$ cat config.mk
export PLATFORM = sky130hd
export DESIGN_NAME = wgu_unit
export DESIGN_NICKNAME = d
export VERILOG_FILES = /design/src/wgu_unit.v
export VERILOG_INCLUDE_DIRS = /design/src /design/src/src
export SDC_FILE = /design/constraint.sdc
export NUM_CORES = 2
export LEC_CHECK = 0
export ABC_AREA = 1
export BUFFER_PORTS_ARGS = -buffer_cell sky130_fd_sc_hd__buf_2
export CELL_PAD_IN_SITES_DETAIL_PLACEMENT = 0
export CELL_PAD_IN_SITES_GLOBAL_PLACEMENT = 1
export CORE_ASPECT_RATIO = 0.5
export CORE_MARGIN = 2
export CORE_UTILIZATION = 48
export CTS_CLUSTER_SIZE = 14
export DETAILED_ROUTE_END_ITERATION = 8
export PLACE_DENSITY = 0.83
export SYNTH_ARGS = -nofsm -noshare
export SYNTH_HDL_FRONTEND = slang
export SYNTH_SLANG_ARGS = --single-unit
$ cat constraint.sdc
create_clock -name clk_i -period 3.09 [get_ports clk_i]
set_input_delay 0.1545 -clock clk_i [delete_from_list [all_inputs] [get_ports clk_i]]
set_output_delay 0.1545 -clock clk_i [all_outputs]
set_load 0.02 [all_outputs]
$ cat src/wgu_defs.vh
// Register map, field layout and reset values of the waveform GPIO unit
`ifndef WGU_DEFS_VH
`define WGU_DEFS_VH

`define WGU_NCH 8
`define WGU_AW 8
`define WGU_DW 32
`define WGU_CW 16

// Byte addresses of the registers
`define WGU_CTRL 8'h00
`define WGU_DIRECT 8'h04
`define WGU_OUT_EN 8'h08
`define WGU_START 8'h0c
`define WGU_STOP 8'h10
`define WGU_LEVEL 8'h14
`define WGU_IRQ_STAT 8'h18
`define WGU_IRQ_MASK 8'h1c
`define WGU_SHAPE_BASE 8'h40
`define WGU_REPEAT_BASE 8'h60
`define WGU_BANK_MASK 8'he3
`define WGU_IDX_LSB 2
`define WGU_IDX_MSB 4

// Field positions
`define WGU_CTRL_RUN 0
`define WGU_PERIOD_LSB 0
`define WGU_PERIOD_MSB 15
`define WGU_HIGH_LSB 16
`define WGU_HIGH_MSB 31

// Reset values
`define WGU_CTRL_RST 1'b0
`define WGU_DIRECT_RST 8'h00
`define WGU_OUT_EN_RST 8'h00
`define WGU_MASK_RST 8'h00
`define WGU_SHAPE_RST 32'h0001_0002
`define WGU_REPEAT_RST 16'h0000

`endif

$ cat src/wgu_unit.v
// Eight-channel waveform GPIO unit with direct and generated outputs
`timescale 1ns/1ps
`include "wgu_defs.vh"

////////////////////////////////////////////////////////////////////////////
module wgu_unit (
    input wire clk_i,
    input wire sys_rst_i,
    input wire [`WGU_AW-1:0] reg_addr_i,
    input wire [`WGU_DW-1:0] reg_wdata_i,
    input wire reg_wr_i,
    input wire reg_rd_i,
    output reg [`WGU_DW-1:0] reg_rdata_o,
    input wire [`WGU_NCH-1:0] pin_i,
    output reg [`WGU_NCH-1:0] pin_o,
    output reg [`WGU_NCH-1:0] pin_oe_o,
    output reg irq_o
);

////////////////////////////////////////////////////////////////////////////
// Register file
reg unit_run;
reg [`WGU_NCH-1:0] direct_level;
reg [`WGU_NCH-1:0] irq_mask;
reg [`WGU_NCH-1:0] irq_stat;
reg [`WGU_NCH-1:0] running;
reg [`WGU_NCH-1:0] pin_meta;
reg [`WGU_NCH-1:0] pin_sync;
reg [`WGU_DW-1:0] shape [0:`WGU_NCH-1];
reg [`WGU_CW-1:0] repeat_cnt [0:`WGU_NCH-1];

wire [`WGU_NCH-1:0] wave_level;
wire [`WGU_NCH-1:0] wave_done;
wire [2:0] ch_idx;
wire shape_hit;
wire repeat_hit;
wire wr_start;
wire wr_stop;
wire rd_stat;

assign ch_idx = reg_addr_i[`WGU_IDX_MSB:`WGU_IDX_LSB];
assign shape_hit = (reg_addr_i & `WGU_BANK_MASK) == `WGU_SHAPE_BASE;
assign repeat_hit = (reg_addr_i & `WGU_BANK_MASK) == `WGU_REPEAT_BASE;
// Either controller shares this port; an arbiter outside serialises them
assign wr_start = reg_wr_i && reg_addr_i == `WGU_START;
assign wr_stop = reg_wr_i && reg_addr_i == `WGU_STOP;
assign rd_stat = reg_rd_i && reg_addr_i == `WGU_IRQ_STAT;

always @(posedge clk_i) begin
    if (sys_rst_i) begin
        unit_run <= `WGU_CTRL_RST;
        direct_level <= `WGU_DIRECT_RST;
        pin_oe_o <= `WGU_OUT_EN_RST;
        irq_mask <= `WGU_MASK_RST;
    end else if (reg_wr_i) begin
        case (reg_addr_i)
            `WGU_CTRL: unit_run <= reg_wdata_i[`WGU_CTRL_RUN];
            `WGU_DIRECT: direct_level <= reg_wdata_i[`WGU_NCH-1:0];
            `WGU_OUT_EN: pin_oe_o <= reg_wdata_i[`WGU_NCH-1:0];
            `WGU_IRQ_MASK: irq_mask <= reg_wdata_i[`WGU_NCH-1:0];
            default: ;
        endcase
    end
end

// Shape and repeat banks
always @(posedge clk_i) begin
    if (sys_rst_i) begin : clr
        integer k;
        for (k = 0; k < `WGU_NCH; k = k + 1) begin
            shape[k] <= `WGU_SHAPE_RST;
            repeat_cnt[k] <= `WGU_REPEAT_RST;
        end
    end else if (reg_wr_i && shape_hit) begin
        shape[ch_idx] <= reg_wdata_i;
    end else if (reg_wr_i && repeat_hit) begin
        repeat_cnt[ch_idx] <= reg_wdata_i[`WGU_CW-1:0];
    end
end

////////////////////////////////////////////////////////////////////////////
// Run state: start, stop, self-termination
always @(posedge clk_i) begin
    if (sys_rst_i) begin
        running <= {`WGU_NCH{1'b0}};
    end else if (!unit_run) begin
        // Stopped domain loses all generation state
        running <= {`WGU_NCH{1'b0}};
    end else begin
        running <= (running & ~wave_done
                    & ~(wr_stop ? reg_wdata_i[`WGU_NCH-1:0]
                                : {`WGU_NCH{1'b0}}))
                   | (wr_start ? reg_wdata_i[`WGU_NCH-1:0]
                               : {`WGU_NCH{1'b0}});
    end
end

////////////////////////////////////////////////////////////////////////////
// Per-channel generators
genvar g;
generate
    for (g = 0; g < `WGU_NCH; g = g + 1) begin : gen_ch
        reg [`WGU_CW-1:0] phase;
        reg [`WGU_CW-1:0] reps;
        wire [`WGU_CW-1:0] period;
        wire [`WGU_CW-1:0] high_len;
        wire start_now;
        wire wrap;

        assign period = shape[g][`WGU_PERIOD_MSB:`WGU_PERIOD_LSB];
        assign high_len = shape[g][`WGU_HIGH_MSB:`WGU_HIGH_LSB];
        assign start_now = unit_run && wr_start && reg_wdata_i[g];
        // Period of zero behaves as one clock
        assign wrap = period == {`WGU_CW{1'b0}} ||
                      phase == period - 16'h0001;
        assign wave_level[g] = phase < high_len;
        assign wave_done[g] = running[g] && wrap &&
                              repeat_cnt[g] != 16'h0000 &&
                              reps == repeat_cnt[g] - 16'h0001;

        always @(posedge clk_i) begin
            if (sys_rst_i || start_now || !running[g]) begin
                phase <= 16'h0000;
                reps <= 16'h0000;
            end else if (wrap) begin
                phase <= 16'h0000;
                reps <= reps + 16'h0001;
            end else begin
                phase <= phase + 16'h0001;
            end
        end
    end
endgenerate

////////////////////////////////////////////////////////////////////////////
// Pins, level mirror, notification
always @(posedge clk_i) begin
    if (sys_rst_i) begin
        pin_meta <= {`WGU_NCH{1'b0}};
        pin_sync <= {`WGU_NCH{1'b0}};
        pin_o <= {`WGU_NCH{1'b0}};
        irq_stat <= {`WGU_NCH{1'b0}};
        irq_o <= 1'b0;
    end else begin
        pin_meta <= pin_i;
        pin_sync <= pin_meta;
        // One register stage per pin: at most one change per clock
        pin_o <= (running & wave_level)
                 | (~running & direct_level);
        // A done event in the clearing read cycle still lands
        irq_stat <= (rd_stat ? {`WGU_NCH{1'b0}} : irq_stat)
                    | wave_done;
        irq_o <= |(((rd_stat ? {`WGU_NCH{1'b0}} : irq_stat)
                    | wave_done) & irq_mask);
    end
end

////////////////////////////////////////////////////////////////////////////
// Read path, data in the cycle after the strobe
always @(posedge clk_i) begin
    if (sys_rst_i) begin
        reg_rdata_o <= {`WGU_DW{1'b0}};
    end else if (!reg_rd_i) begin
        reg_rdata_o <= {`WGU_DW{1'b0}};
    end else if (shape_hit) begin
        reg_rdata_o <= shape[ch_idx];
    end else if (repeat_hit) begin
        reg_rdata_o <= {16'h0000, repeat_cnt[ch_idx]};
    end else begin
        case (reg_addr_i)
            `WGU_CTRL: reg_rdata_o <= {31'h0000_0000, unit_run};
            `WGU_DIRECT: reg_rdata_o <= {24'h00_0000, direct_level};
            `WGU_OUT_EN: reg_rdata_o <= {24'h00_0000, pin_oe_o};
            `WGU_START: reg_rdata_o <= {24'h00_0000, running};
            `WGU_LEVEL: reg_rdata_o <= {24'h00_0000, pin_sync};
            `WGU_IRQ_STAT: reg_rdata_o <= {24'h00_0000, irq_stat};
            `WGU_IRQ_MASK: reg_rdata_o <= {24'h00_0000, irq_mask};
            default: reg_rdata_o <= {`WGU_DW{1'b0}};
        endcase
    end
end

endmodule // wgu_unit

Yosys cells after proc, flatten, opt, wreduce, memory -nomap -nowiden
Memory sizes are Yosys's and may differ from the RTL's.
Index checks and enable logic that the tools add are counted.

storage, ports and cells
  bits in registers = 354
  latch bits = 0
  RAM bits = 384
  ROM bits = 0
  logic and storage cells = 232
  memories kept = 2

memories
  memory      depth  width  rd ports  clocked after memory_dff  wr ports  RTL line       text
  shape       8      32     9         0                         8         wgu_unit.v:29  reg [`WGU_DW-1:0] shape [0:`WGU_NCH-1];
  repeat_cnt  8      16     9         0                         8         wgu_unit.v:30  reg [`WGU_CW-1:0] repeat_cnt [0:`WGU_NCH-1];

operators by class
  add/subtract/negate cells = 32
  $mul = 0
  divide/modulo/power cells = 0
  order comparisons = 8
  eq/ne operators = 25
  shifts and indexed selects = 0
  multiplexer cells = 21
  bitwise gates (word level) = 13
  reductions and logical operators = 104

operators with widths
  kind                   count
  $add 16x1->16 const B  16
  $eq 16x16->1           16
  $sub 16x1->16 const B  16
  $logic_not 16->1       8
  $lt 16x16->1           8
  $reduce_bool 16->1     8
  $mux 32                2
  $pmux 8 s7             1
  $and 8x8->8            5
  $logic_and 1x1->1      38
  $eq 8x5->1 const B     4
  $mux 16                2
  $reduce_or 32->1       1
  $logic_or 1x1->1       24
  $mux 8                 3
  $not 8->8              3
  $or 8x8->8             3
  $reduce_or 2->1        10
  $eq 8x4->1 const B     2
  $reduce_or 16->1       1
  $mux 1                 11
  $eq 5x4->1 const B     2
  $eq 8x3->1 const B     1
  $logic_not 1->1        8
  other kinds (5)        10

Depth between registers and ports, before layout
An unclocked memory read counts as a cell.

  depth after elaboration = 11
  gate-level depth with buffers = 22
  gate-level depth less buffers = 21

Worst setup path before layout
OpenSTA, ideal clock, no wires.

  path type = in2reg
  from = input reg_addr_i[1]
  to = memory shape[0][0] in the netlist's numbering, enable pin
  library setup time = 0.389 ns
  arrival time = 2.220 ns
  required time = 2.701 ns
  slack = 0.480 ns
  stages on the path = 10
  buffers on the path = 1
  cells stage by stage = nor2_1 -> inv_2 -> nor4_2 -> inv_1 -> nor2_1 -> inv_1 -> nor3_1 -> inv_2 -> clkbuf_1 -> nand2_1

RTL lines
  what             RTL line       text
  start, declared  wgu_unit.v:9   input wire [`WGU_AW-1:0] reg_addr_i,
  end, declared    wgu_unit.v:29

==> results.md <==
- Final Critical Period: 2.83 ns
- Post-Synth XOR/XNOR Area: 5.56%
- Critical path's top delay family: simple AND/OR/NAND/NOR gates
- Top_reg_cell synth: edfxtp_1
- Die H: 220 µm
- Via-to-Cell Ratio: 5.68
- Cell count after synthesis: 5996
- CP Capture Type: flop
- Async SR Flop Fraction: 0%
- # clock sinks: 738
- Placer Congestion: 0.991
- Post-Place Worst Slack: 0.126 ns
- Initial antenna violation count: 4
- Worst flop-to-flop path startpoint: shape[5][0]
- Routed Antenna Nets: 0
- VDD IR-drop max: 0.423 mV
- WL per Instance: 22.4 µm
- Vias in the first global route: 38200
- Synth warn: 0
- P per Cell Area: 457 mW/mm²
- Largest family of logic cells by synthesized area: simple AND/OR/NAND/NOR gates
- Largest net degree at the start of global routing: 77
- Netlist Area Pre-Place: 0.0446 mm²
- Fin crit share: 91.7%
- Hold Path Stages: 3
- Reg-to-reg slack, setup: 0.26 ns
- CP arrival: 3.44 ns
- # setup viols final: 0
- Reg clk slew, reported paths: 0.07 ns
- CTS tree: yes
- Port bufs: 100
- Leak: 20.6 nW
- CP max stage delay: 0.41 ns
- CP required: 3.70 ns
- Post-synthesis simple-gate area fraction: 30.6%
- Dpl hpwl: 127000 µm
- Crit path buf inv count: 2
- Total global-route track usage: 34.4%
- Clock buffer count from CTS: 75
- R2R Path End: gen_ch[5].phase[15]
- Slowest-stage cell, CP: edfxtp_1
- Sw power: 6.16 mW
- Cell Int Power: 16.7 mW
- Chip width: 435 µm
- Syn Area/Cell: 7.44 µm²
- Pin slew with the least headroom to its limit: 1.31 ns
- WL final: 167000 µm
- WHS: 0.0674 ns
- Initial Utilization: 48.8%
- Compound-Gate Fraction of Synth Area: 9.83%
- Worst setup SP type: flop
- Multi-input logic area: 0.0225 mm²
- Synth Net Count: 6200
- Logic gate share of total power: 9.2%
- Final Max Tran Viols: 0
- # IOs: 101
- Sequential share of power: 47.7%
- Num rows: 78
- RSZ-0062 raised after global routing: false
- Min-delay worst type: input pin to flop
- PnR worst setup slack: 0.256 ns
- Clock share of power: 43.2%
- Sequential cell area: 0.0186 mm²
- DRT Pass-1 Iters: 8
- Fillers: 8712
- CTS root buffer: clkbuf_16
- Most frequent cells in the layout: nand2_1 (1368), nor2_1 (1011), inv_1 (751)
- Post-DP Area: 0.0471 mm²
- Share of layout cells above drive strength 1: 8.07%
- Synth Area in Adders: 4.26%
- Clk_skew: 0.0407 ns
- Postcts setup bufs: 0
- Switching share of power: 27.0%
- Worst Reg-to-Reg Cells: 14
- Synthesized flop and latch total: 738
- Net count, final: 6372
- Commonest non-fill, non-tap cell in the layout: nand2_1
- Layout Area Growth over Synthesis: 12.0%
- DR vias: 42500
- Crit path cell chain: inv_1, ha_1, nand2_2, nor2_4, nand3_1, nand2_1, nand3_1, o21ai_0, nor2_1, nand3_1, nand2_2, inv_4, nand2_2, nor3b_1
- CTS Buffer Depth: 3
- Cell area after layout: 0.0500 mm²
- Initial drt markers: 5247
- H-tree Lvls: 3
- Hold Path End: shape[4][27]
- Critical-path maximum fanout: 16
- Core outline area: 0.0913 mm²
- Final setup TNS: 0 ns
- Mux contribution to synthesized area: 0%
- Max Cap Violations: 0
- DRC viols: 0
- Number of distinct library cells after synthesis: 67
- Final-report hold violation count: 0
- Clock Latency Late Sink: 0.70 ns
- Number of synthesized flops with an enable pin: 384
- Critical path type: flop to flop
- Max Fclk: 353 MHz
- DIE AREA: 0.0955 mm²
- Worst hold start: reg_wdata_i[27]
- Slew margin rel.: 11.8%
- First-pass GRT wire length: 244000 µm
- Gr ovfl total: 0
- Post-synthesis sequential area ratio: 41.7%
- Status: complete, no violations
-- cell type report --
type	instances	share of cell area, %
inverter	788	5.92
multi-input combinational	4324	45.0
tap	1240	3.10
sequential	738	37.3
antenna	2	0.0100
timing repair buffer	241	3.50
clock inverter	33	0.679
clock buffer	107	4.50
-- sequential cells by signal, summed over array words and instances, names as in the netlist, 32 cells and up --
signal and flops:
gen_ch.phase 128, gen_ch.reps 128, reg_rdata_o 32, shape 256
repeat_cnt 128
-- power by group through the flow --
stage / sequential (mW) / combinational (mW) / clock, mW
floorplan: 11.0 / 1.15 / 0
global placement: 11.1 / 1.98 / 0
detailed placement: 11.1 / 1.99 / 0
CTS: 10.9 / 2.02 / 9.92
global route: 10.9 / 2.23 / 10.3
finish: 10.9 / 2.09 / 9.86
-- synthesized netlist by cell type, types with 13 or more instances --
cell,n,area [µm²]
nand2_1,1371,5150
nor2_1,1015,3810
inv_1,756,2840
edfxtp_1,384,11500
dfxtp_1,354,7090
nand3_1,336,1680
a21oi_1,281,1410
xor2_1,184,1610
o21ai_0,158,791
ha_1,152,1900
clkbuf_1,115,432
nor3_1,112,561
nand4_1,104,651
xnor2_1,92,806
o22ai_1,56,350
nand3b_1,43,323
o2111ai_1,38,333
nor3b_1,35,263
nor4_1,29,181
a211oi_1,27,203
nor2_2,26,163
a221oi_1,25,219
inv_2,24,90.1
nand2_2,23,144
nor2_4,20,225
o31ai_1,18,135
o211ai_1,17,128
or2_2,17,106
o21a_1,15,113
a41oi_1,14,123
buf_1,13,48.8
-- kinds of logic (layout without fill, tap and decap cells) --
kind of cell,after synthesis,in the layout
AND/OR/NAND/NOR,3171,3171
buffers and inverters,934,1169
flip-flops,738,738
AO/OA/AOI/OAI,722,722
XOR/XNOR,279,279
adder cells (fa/ha/maj),152,152
other,0,2
-- worst max path at each step --
stage	startpoint	endpoint	slack, ns	depth (start not counted)
2_1_floorplan	reg_addr_i[1]	shape[0][0]	0.48	10
3_3_place_gp	shape[7][0]	gen_ch[7].phase[3]	0.21	13
3_5_place_dp	shape[7][0]	gen_ch[7].phase[3]	0.13	13
4_1_cts	shape[7][0]	gen_ch[7].phase[3]	0.1	13
5_1_grt	shape[7][0]	gen_ch[7].reps[12]	0.003	14
6_report	shape[5][0]	gen_ch[5].phase[15]	0.26	14
-- worst register-to-register path, cell delays in order (launching register included) --
cell	delay, ns
edfxtp_1	0.41
inv_1	0.15
ha_1	0.24
nand2_2	0.13
nor2_4	0.18
nand3_1	0.14
nand2_1	0.11
nand3_1	0.06
o21ai_0	0.09
nor2_1	0.07
nand3_1	0.09
nand2_2	0.21
inv_4	0.21
nand2_2	0.31
nor3b_1	0.33
-- layer usage --
metal  global-route usage (%)  up-vias  wire (µm)
met1                     49.6    19900      73900
li1                         -    20100          -
met2                     49.2     2173      67100
met3                     9.98      313      20800
met4                     10.8        2       5240
met5                        0        -         13
-- stage by stage --
step | utilization (%) | cells | power, mW
final | 54.7 | 7473 | 22.8
after global routing | 54.7 | 7471 | 23.5
after CTS | 54.7 | 7471 | 22.8
after detailed placement | 51.6 | 7310 | 13.1
after global placement | 51.6 | 7310 | 13.1
after floorplan | - | 5996 | 12.1
-- timing repair --
| action | CTS | global route |
|---|---|---|
| endpoints found under the hold margin | 40 | 0 |
| endpoints found under the setup margin | 0 | 61 |
| hold buffers | 21 | 0 |
| resized for setup | 0 | 10 |
Power figures use the tool's default switching activity.
